### src/fwil_params.svh
// Constants of the flash write inhibit lock
`ifndef FWIL_PARAMS_SVH
`define FWIL_PARAMS_SVH
`define FWIL_LOCK1_ADDR   24'h801030
`define FWIL_LOCK2_ADDR   24'h801034
`define FWIL_LOCK1_VALUE  16'h6d63
`define FWIL_LOCK2_VALUE  16'h6870
`define FWIL_CTRL_WR_BIT  15
`define FWIL_CTRL_ERR_BIT 13
`define FWIL_ERASED_WORD  16'hffff
`endif

### src/fwil_pkg.sv
// Types of the flash write inhibit lock
package fwil_pkg;
  typedef enum logic [1:0] {
    FWIL_SRC_PORT,
    FWIL_SRC_ENH,
    FWIL_SRC_SELF,
    FWIL_SRC_DEBUG
  } fwil_src_t;

  typedef enum logic [1:0] {
    FWIL_OP_WORD,
    FWIL_OP_ROW,
    FWIL_OP_ERASE,
    FWIL_OP_CHECKED
  } fwil_op_t;

  typedef enum logic [1:0] {
    FWIL_ST_RESET,
    FWIL_ST_LOAD,
    FWIL_ST_RUN
  } fwil_state_t;

  typedef struct packed {
    fwil_state_t state;
    logic        active;
    logic        wr_bit;
    logic        err_bit;
    logic        grant;
    logic        resp_valid;
    logic        resp_pass;
    logic        prod_ok;
  } fwil_regs_t;
endpackage

### src/fwil_lock.sv
// Flash write inhibit lock: arbitrates nonvolatile writes against the lock
`include "fwil_params.svh"
module fwil_lock (
  input  wire logic              core_clk,
  input  wire logic              resetn,
  input  wire logic              clk_en,
  // Stored lower 16 bits of both lock locations, read at reset
  input  wire logic [15:0]       lock1_word,
  input  wire logic [15:0]       lock2_word,
  // Nonvolatile operation request
  input  wire logic              req_valid,
  input  wire fwil_pkg::fwil_src_t req_src,
  input  wire fwil_pkg::fwil_op_t  req_op,
  input  wire logic [23:0]       req_addr,
  input  wire logic [23:0]       req_data,
  input  wire logic [15:0]       target_word,
  input  wire logic              ctrl_wr_set,
  input  wire logic              prod_mode_req,
  output logic                   grant,
  output logic                   resp_valid,
  output logic                   resp_pass,
  output logic [15:0]            ctrl_status,
  output logic                   inhibit_active,
  output logic                   prod_mode_ok,
  output logic                   read_allowed
);
  fwil_pkg::fwil_regs_t r_q, r_d;
  logic rst_s1_q, rst_s2_q;

  ////////////////////////////////////////////////////////////////////////
  function automatic logic lock_hit(input logic [23:0] a);
    lock_hit = (a == `FWIL_LOCK1_ADDR) || (a == `FWIL_LOCK2_ADDR);
  endfunction

  function automatic logic lock_value_ok(input logic [23:0] a,
                                         input logic [23:0] d);
    lock_value_ok = ((a == `FWIL_LOCK1_ADDR) &&
                     (d[15:0] == `FWIL_LOCK1_VALUE)) ||
                    ((a == `FWIL_LOCK2_ADDR) &&
                     (d[15:0] == `FWIL_LOCK2_VALUE));
  endfunction

  function automatic logic lock_programmed(input logic [23:0] a,
                                           input logic [15:0] w1,
                                           input logic [15:0] w2);
    lock_programmed = ((a == `FWIL_LOCK1_ADDR) && (w1 != `FWIL_ERASED_WORD))
                   || ((a == `FWIL_LOCK2_ADDR) && (w2 != `FWIL_ERASED_WORD));
  endfunction

  ////////////////////////////////////////////////////////////////////////
  // Reset released through two flops
  always_ff @(posedge core_clk or negedge resetn) begin
    if (!resetn) begin
      rst_s1_q <= 1'b0;
      rst_s2_q <= 1'b0;
    end else begin
      rst_s1_q <= 1'b1;
      rst_s2_q <= rst_s1_q;
    end
  end

  logic ext_src, lock_sel, port_block, lock_block, pass_d;
  always_comb begin
    r_d = r_q;
    r_d.grant = 1'b0;
    r_d.resp_valid = 1'b0;
    r_d.resp_pass = 1'b0;
    r_d.wr_bit = 1'b0;
    ext_src = (req_src != fwil_pkg::FWIL_SRC_SELF);
    lock_sel = lock_hit(req_addr);
    port_block = r_q.active && ext_src;
    // Lock words obey the same guard from every source
    lock_block = lock_sel &&
                 (lock_programmed(req_addr, lock1_word, lock2_word) ||
                  (req_op != fwil_pkg::FWIL_OP_WORD) ||
                  !lock_value_ok(req_addr, req_data));
    pass_d = (target_word == req_data[15:0]);
    unique case (r_q.state)
      fwil_pkg::FWIL_ST_RESET: r_d.state = fwil_pkg::FWIL_ST_LOAD;
      fwil_pkg::FWIL_ST_LOAD: begin
        // Sampled once; lock words change later only by arming
        r_d.active = (lock1_word == `FWIL_LOCK1_VALUE) &&
                     (lock2_word == `FWIL_LOCK2_VALUE);
        r_d.state = fwil_pkg::FWIL_ST_RUN;
      end
      fwil_pkg::FWIL_ST_RUN: begin
        if (prod_mode_req && !r_q.active) begin
          r_d.prod_ok = 1'b1;
        end
        if (r_q.active) begin
          r_d.prod_ok = 1'b0;
        end
        if (ctrl_wr_set && port_block) begin
          r_d.err_bit = 1'b1;
        end else if (ctrl_wr_set) begin
          r_d.wr_bit = 1'b1;
          r_d.err_bit = 1'b0;
        end
        if (req_valid) begin
          r_d.resp_valid = 1'b1;
          if (port_block || lock_block) begin
            // Checked programs pass only when nothing needs writing
            r_d.resp_pass = (req_op == fwil_pkg::FWIL_OP_CHECKED) &&
                            pass_d && !lock_sel;
          end else begin
            r_d.grant = 1'b1;
            r_d.resp_pass = 1'b1;
          end
        end
      end
      default: r_d.state = fwil_pkg::FWIL_ST_RESET;
    endcase
  end

  always_ff @(posedge core_clk or negedge rst_s2_q) begin
    if (!rst_s2_q) begin
      r_q <= '{state: fwil_pkg::FWIL_ST_RESET, default: 1'b0};
    end else if (clk_en) begin
      r_q <= r_d;
    end
  end

  assign grant = r_q.grant;
  assign resp_valid = r_q.resp_valid;
  assign resp_pass = r_q.resp_pass;
  assign inhibit_active = r_q.active;
  assign prod_mode_ok = r_q.prod_ok;
  assign read_allowed = 1'b1;
  always_comb begin
    ctrl_status = 16'h0000;
    ctrl_status[`FWIL_CTRL_WR_BIT] = r_q.wr_bit;
    ctrl_status[`FWIL_CTRL_ERR_BIT] = r_q.err_bit;
  end

  ////////////////////////////////////////////////////////////////////////
  // Checks but a_prod_blocked, a_active_held and a_read_open qualify on clk_en: a frozen edge moves no state
  logic in_run;
  assign in_run = (r_q.state == fwil_pkg::FWIL_ST_RUN);

  a_no_ext_grant: assert property (
    @(posedge core_clk) disable iff (!rst_s2_q)
    clk_en && req_valid && r_q.active && ext_src && in_run |=> !grant)
    else $error("external write granted while inhibited");
  a_self_grant: assert property (
    @(posedge core_clk) disable iff (!rst_s2_q)
    clk_en && req_valid && !ext_src && !lock_sel && in_run
    |=> grant && resp_pass)
    else $error("self write not granted");
  a_wr_stays_low: assert property (
    @(posedge core_clk) disable iff (!rst_s2_q)
    clk_en && ctrl_wr_set && port_block && in_run
    |=> !ctrl_status[`FWIL_CTRL_WR_BIT] && ctrl_status[`FWIL_CTRL_ERR_BIT])
    else $error("write start not turned into error");
  a_start_free: assert property (
    @(posedge core_clk) disable iff (!rst_s2_q)
    clk_en && ctrl_wr_set && !r_q.active && in_run
    |=> ctrl_status[`FWIL_CTRL_WR_BIT] && !ctrl_status[`FWIL_CTRL_ERR_BIT])
    else $error("write start lost while not inhibited");
  a_err_held: assert property (
    @(posedge core_clk) disable iff (!rst_s2_q)
    clk_en && !ctrl_wr_set && ctrl_status[`FWIL_CTRL_ERR_BIT]
    |=> ctrl_status[`FWIL_CTRL_ERR_BIT])
    else $error("write error flag dropped");
  a_checked_resp: assert property (
    @(posedge core_clk) disable iff (!rst_s2_q)
    clk_en && req_valid && port_block && !lock_sel && in_run &&
    req_op == fwil_pkg::FWIL_OP_CHECKED
    |=> resp_valid && !grant &&
        (resp_pass == $past(target_word == req_data[15:0])))
    else $error("checked response wrong");
  a_lock_checked: assert property (
    @(posedge core_clk) disable iff (!rst_s2_q)
    clk_en && req_valid && in_run && lock_sel &&
    req_op == fwil_pkg::FWIL_OP_CHECKED |=> !grant && !resp_pass)
    else $error("checked program of lock word passed");
  a_answer_next: assert property (
    @(posedge core_clk) disable iff (!rst_s2_q)
    clk_en && req_valid && in_run |=> resp_valid)
    else $error("request left without answer");
  a_prod_blocked: assert property (
    @(posedge core_clk) disable iff (!rst_s2_q)
    inhibit_active |-> ##1 !prod_mode_ok)
    else $error("production switch while inhibited");
  a_prod_free: assert property (
    @(posedge core_clk) disable iff (!rst_s2_q)
    clk_en && prod_mode_req && !r_q.active && in_run |=> prod_mode_ok)
    else $error("production switch refused while open");
  a_debug_refused: assert property (
    @(posedge core_clk) disable iff (!rst_s2_q)
    clk_en && req_valid && in_run && r_q.active &&
    req_src == fwil_pkg::FWIL_SRC_DEBUG |=> resp_valid && !grant)
    else $error("debug write granted while inhibited");
  a_bad_value: assert property (
    @(posedge core_clk) disable iff (!rst_s2_q)
    clk_en && req_valid &&
    ((req_addr == `FWIL_LOCK1_ADDR && req_data[15:0] != `FWIL_LOCK1_VALUE) ||
     (req_addr == `FWIL_LOCK2_ADDR && req_data[15:0] != `FWIL_LOCK2_VALUE))
    |=> !grant)
    else $error("wrong lock value accepted");
  a_load_value: assert property (
    @(posedge core_clk) disable iff (!rst_s2_q)
    clk_en && r_q.state == fwil_pkg::FWIL_ST_LOAD
    |=> inhibit_active == ($past(lock1_word) == `FWIL_LOCK1_VALUE &&
                           $past(lock2_word) == `FWIL_LOCK2_VALUE))
    else $error("inhibit not taken from both lock words");
  a_lock_guard: assert property (
    @(posedge core_clk) disable iff (!rst_s2_q)
    clk_en && req_valid && lock_block |=> !grant)
    else $error("lock location overwritten");
  a_lock_once: assert property (
    @(posedge core_clk) disable iff (!rst_s2_q)
    clk_en && req_valid &&
    ((req_addr == `FWIL_LOCK1_ADDR && lock1_word != `FWIL_ERASED_WORD) ||
     (req_addr == `FWIL_LOCK2_ADDR && lock2_word != `FWIL_ERASED_WORD))
    |=> !grant)
    else $error("programmed lock word accepted again");
  a_quiet_idle: assert property (
    @(posedge core_clk) disable iff (!rst_s2_q)
    clk_en && !(req_valid && in_run) |=> !grant && !resp_valid)
    else $error("grant without a request");
  a_arm_accept: assert property (
    @(posedge core_clk) disable iff (!rst_s2_q)
    clk_en && req_valid && in_run && !r_q.active &&
    req_op == fwil_pkg::FWIL_OP_WORD && req_addr == `FWIL_LOCK1_ADDR &&
    lock1_word == `FWIL_ERASED_WORD && req_data[15:0] == `FWIL_LOCK1_VALUE
    |=> grant)
    else $error("first lock word refused");
  a_row_refused: assert property (
    @(posedge core_clk) disable iff (!rst_s2_q)
    clk_en && req_valid && req_op != fwil_pkg::FWIL_OP_WORD &&
    (req_addr == `FWIL_LOCK1_ADDR || req_addr == `FWIL_LOCK2_ADDR)
    |=> !grant)
    else $error("lock word written by other than word program");
  a_active_held: assert property (
    @(posedge core_clk) disable iff (!rst_s2_q)
    in_run |=> $stable(inhibit_active))
    else $error("inhibit changed between resets");
  a_read_open: assert property (
    @(posedge core_clk) disable iff (!rst_s2_q)
    inhibit_active |-> read_allowed)
    else $error("reads blocked");
endmodule

### config.mk
export PLATFORM = sky130hd
export DESIGN_NAME = fwil_lock
export DESIGN_NICKNAME = d
export VERILOG_FILES = /design/src/fwil_pkg.sv /design/src/fwil_lock.sv
export VERILOG_INCLUDE_DIRS = /design/src /design/src/src
export SDC_FILE = /design/constraint.sdc
export NUM_CORES = 1
export LEC_CHECK = 0
export BUFFER_PORTS_ARGS = -buffer_cell sky130_fd_sc_hd__buf_2
export CORE_ASPECT_RATIO = 0.75
export CORE_UTILIZATION = 30
export CTS_BUF_LIST = sky130_fd_sc_hd__clkbuf_2
export CTS_CLUSTER_SIZE = 25
export DETAILED_ROUTE_END_ITERATION = 10
export GPL_ROUTABILITY_DRIVEN = 0
export GPL_TIMING_DRIVEN = 0
export HOLD_SLACK_MARGIN = 0.15
export PLACE_DENSITY_LB_ADDON = 0.12
export SLEW_MARGIN = 10
export SYNTH_ARGS = -nofsm -noshare
export SYNTH_HDL_FRONTEND = slang
export SYNTH_SLANG_ARGS = --single-unit
### constraint.sdc
create_clock -name core_clk -period 0.8 [get_ports core_clk]
set_input_delay 0.12 -clock core_clk [delete_from_list [all_inputs] [get_ports core_clk]]
set_output_delay 0.12 -clock core_clk [all_outputs]
set_load 0.02 [all_outputs]
==> summary.md <==
| Metric | Value |
|---|---|
| Core area | 0.00308 mm^2 |
| Mapped Cells | 119 |
| DRC viols | 0 |
| Switching power total | 0.000783 W |
| Hold path depth | 3 |
| Arrival time worst endpoint | 1.63 ns |
| Post-layout minimum cycle time | 1.42 ns |
| Reg-to-reg endpoint | resp_pass |
| RSZ-0062 raised after global routing | true |
| GRT Residual Overflow | 0 |
| Vias in the first global route | 1215 |
| DIE HEIGHT | 52.4 um |
| Setup TNS | -3.59 ns |
| Number of cell rows | 17 |
| Most frequent cells in the layout | 97 x buf_2, 19 x buf_4, 16 x conb_1 |
| Post-route clock period utilization | 1.78 |
| Drt via density | 4.48 |
| FFs w/ async S/R, synth | 1.00 |
| CP required | 1.01 ns |
| Clk pwr share | 0.140 |
| Global-route usage over all layers | 0.171 |
| Worst hold path class | in2reg |
| Depth of the CTS H-tree | 1 |
| Commonest non-fill, non-tap cell in the layout | buf_2 |
| Hold Path Sink | ctrl_status[15] |
| Root Buffer | clkbuf_2 |
| Layout Area Growth over Synthesis | 77.2% |
| Dpl hpwl | 2.66 mm |
| Post-synthesis sequential area ratio | 0.271 |
| Total Routed Length | 3.10 mm |
| Synth Register Bits | 11 |
| Util after Layout | 0.584 |
| DR pass1 iterations | 4 |
| Clk buf depth | 2 |
| CP max FO | 3 |
| Overall Power | 0.00226 W |
| Main synth FF type | dfrtp_1 |
| CTS tree | built |
| Die width | 69.2 um |
| Drt wl/cell | 10.8 um |
| Worst reg2reg path depth | 5 |
| Int Pwr | 0.00148 W |
| Post-synth EDFFs | 0 |
| Initial antenna violation count | 0 |
| Crit path setup slack, layout | -0.620 ns |
| Violated checks | negative setup slack |
| Outcome | finished, violations left |
| DR iter-0 viols | 25 |
| I/O pins | 128 |
| Endpoints failing setup | 17 |
| CP Class | reg2reg |
| Syn Area/Cell | 8.54 um^2 |
| Final Hold Vio Count | 0 |
| Yosys warns | 0 |
| CP startpoint kind | register |
| CTS Buf Count | 3 |
| Clk slew on worst S/H paths | 0.11 ns |
| Fin nets | 356 |
| Worst r2r src | r_q[7] |
| Reg2reg setup slack | -0.62 ns |
| Slew Viols, Final | 0 |
| Starting density of the core | 0.329 |
| Finished Cell Area | 0.00180 mm^2 |
| Setup crit end kind | register |
| Sw Share | 0.346 |
| Post-DP Area | 0.00164 mm^2 |
| ANT nets after route | 0 |
| Buffers on Ports | 104 |
| Synth Cell Area | 0.00102 mm^2 |
| Max VDD drop | 0.694 mV |
| CTS hold repair buffers | 4 |
| Synth cell types | 34 |
| DIE AREA | 0.00363 mm^2 |
| Layout cells sized above 1 | 0.554 |
| Fmax | 704 MHz |
| Pin count of the biggest net entering global routing | 10 |
| Hold Startpoint | ctrl_wr_set |
| Leakage power | 0.932 nW |
| Max-cap check violation count | 0 |
| Sequential Power Share | 0.341 |
| Worst-skew pair later-pin latency | 0.26 ns |
| PD cells | 1260 mW/mm^2 |
| Antenna diodes | 0 |
| Clk sink count | 11 |
| Setup Skew | 0.00732 ns |
| Global-route wire length before repair | 4.93 mm |
| Fillers | 300 |
| Logic pwr share | 0.519 |
| Routed vias | 1286 |
[logic make-up (layout without fill, tap and decap cells)]
family	count (synthesis)	count (layout)	synth area share
and+or+nand+nor	56	56	0.333
DFF	11	11	0.271
buffers and inverters	19	135	0.133
AOI/OAI and AO/OA	13	13	0.0985
muxes	1	1	0.0111
other	2	16	0.00739
xor gates and xnor gates	17	17	0.147
[synth_stat cells, drive strengths merged (3+ instances only)]
master   n  area share
nand3    5       0.025
nand4   11       0.068
nand2    6       0.022
a21o     3       0.023
xor2     3       0.026
buf     17        0.13
dfrtp   11        0.27
xnor2   14        0.12
nor3     5       0.030
nor4     7       0.043
nor2     9       0.033
o21ai    3       0.015
[power by group through the flow]
stage | Sequential, W | Clock (W) | Combinational, W
after floorplan | 0.000838 | 0 | 0.000455
after global placement | 0.000795 | 0 | 0.000883
after detailed placement | 0.000798 | 0 | 0.000891
after CTS | 0.000769 | 0.000336 | 0.00114
after global routing | 0.000792 | 0.000360 | 0.00127
final | 0.000771 | 0.000317 | 0.00118
[layout make-up]
class	instances	area, um^2	area share
plain buffers	16	124	0.0688
well taps	38	47.5	0.0264
flip-flops and latches	11	277	0.154
repair buffers	113	648	0.360
multi-input cells	103	677	0.376
inverters	2	7.51	0.00417
clock buffers	4	20.0	0.0111
[metrics by stage]
stage / cells / setup slack (ns) / hold WS [ns]
6_report: 287 / -0.620 / 0.117
5_1_grt: 287 / -0.679 / 0.101
4_1_cts: 286 / -0.627 / 0.101
3_5_place_dp: 275 / -0.719 / -0.0944
3_3_place_gp: 275 / -0.700 / -0.0948
2_1_floorplan: 133 / -0.539 / -0.176
[how the worst max path moves through the flow]
stage | depth (start not counted) | start | slack [ns] | endpoint
2_1_floorplan | 5 | r_q[7] | -0.54 | resp_pass
3_3_place_gp | 4 | r_q[7] | -0.70 | resp_pass
3_5_place_dp | 4 | r_q[7] | -0.72 | resp_pass
4_1_cts | 5 | r_q[7] | -0.63 | resp_pass
5_1_grt | 5 | r_q[7] | -0.68 | resp_pass
6_report | 5 | r_q[7] | -0.62 | resp_pass
[critical path: stages (launching register included)]
cell and delay (ns):
dfrtp_1 0.40, nand4b_1 0.23, a21o_1 0.21, a2111o_1 0.29, o22ai_2 0.11, a221o_1 0.13
[metal layers]
layer	global-route usage	share of wire	vias to the layer above
met1	0.201	0.42	540
li1	-	-	672
met5	0	0	-
met2	0.328	0.50	72
met4	0.0204	0.0013	0
met3	0.0385	0.079	2
[flip-flops by register name, indices dropped and copies added (netlist names)]
signal	count
resp_valid	1
rst_s2_q	1
grant	1
resp_pass	1
ctrl_status	2
inhibit_active	1
r_q	2
prod_mode_ok	1
rst_s1_q	1
[timing repair]
action / CTS / global route
setup buffers: 4 / 1
setup endpoints to repair: 14 / 16
gates resized for setup: 19 / 4
endpoints found under the hold margin: 7 / 2
pin swaps: 2 / 0
No activity file was read; power rests on OpenSTA's default activity.
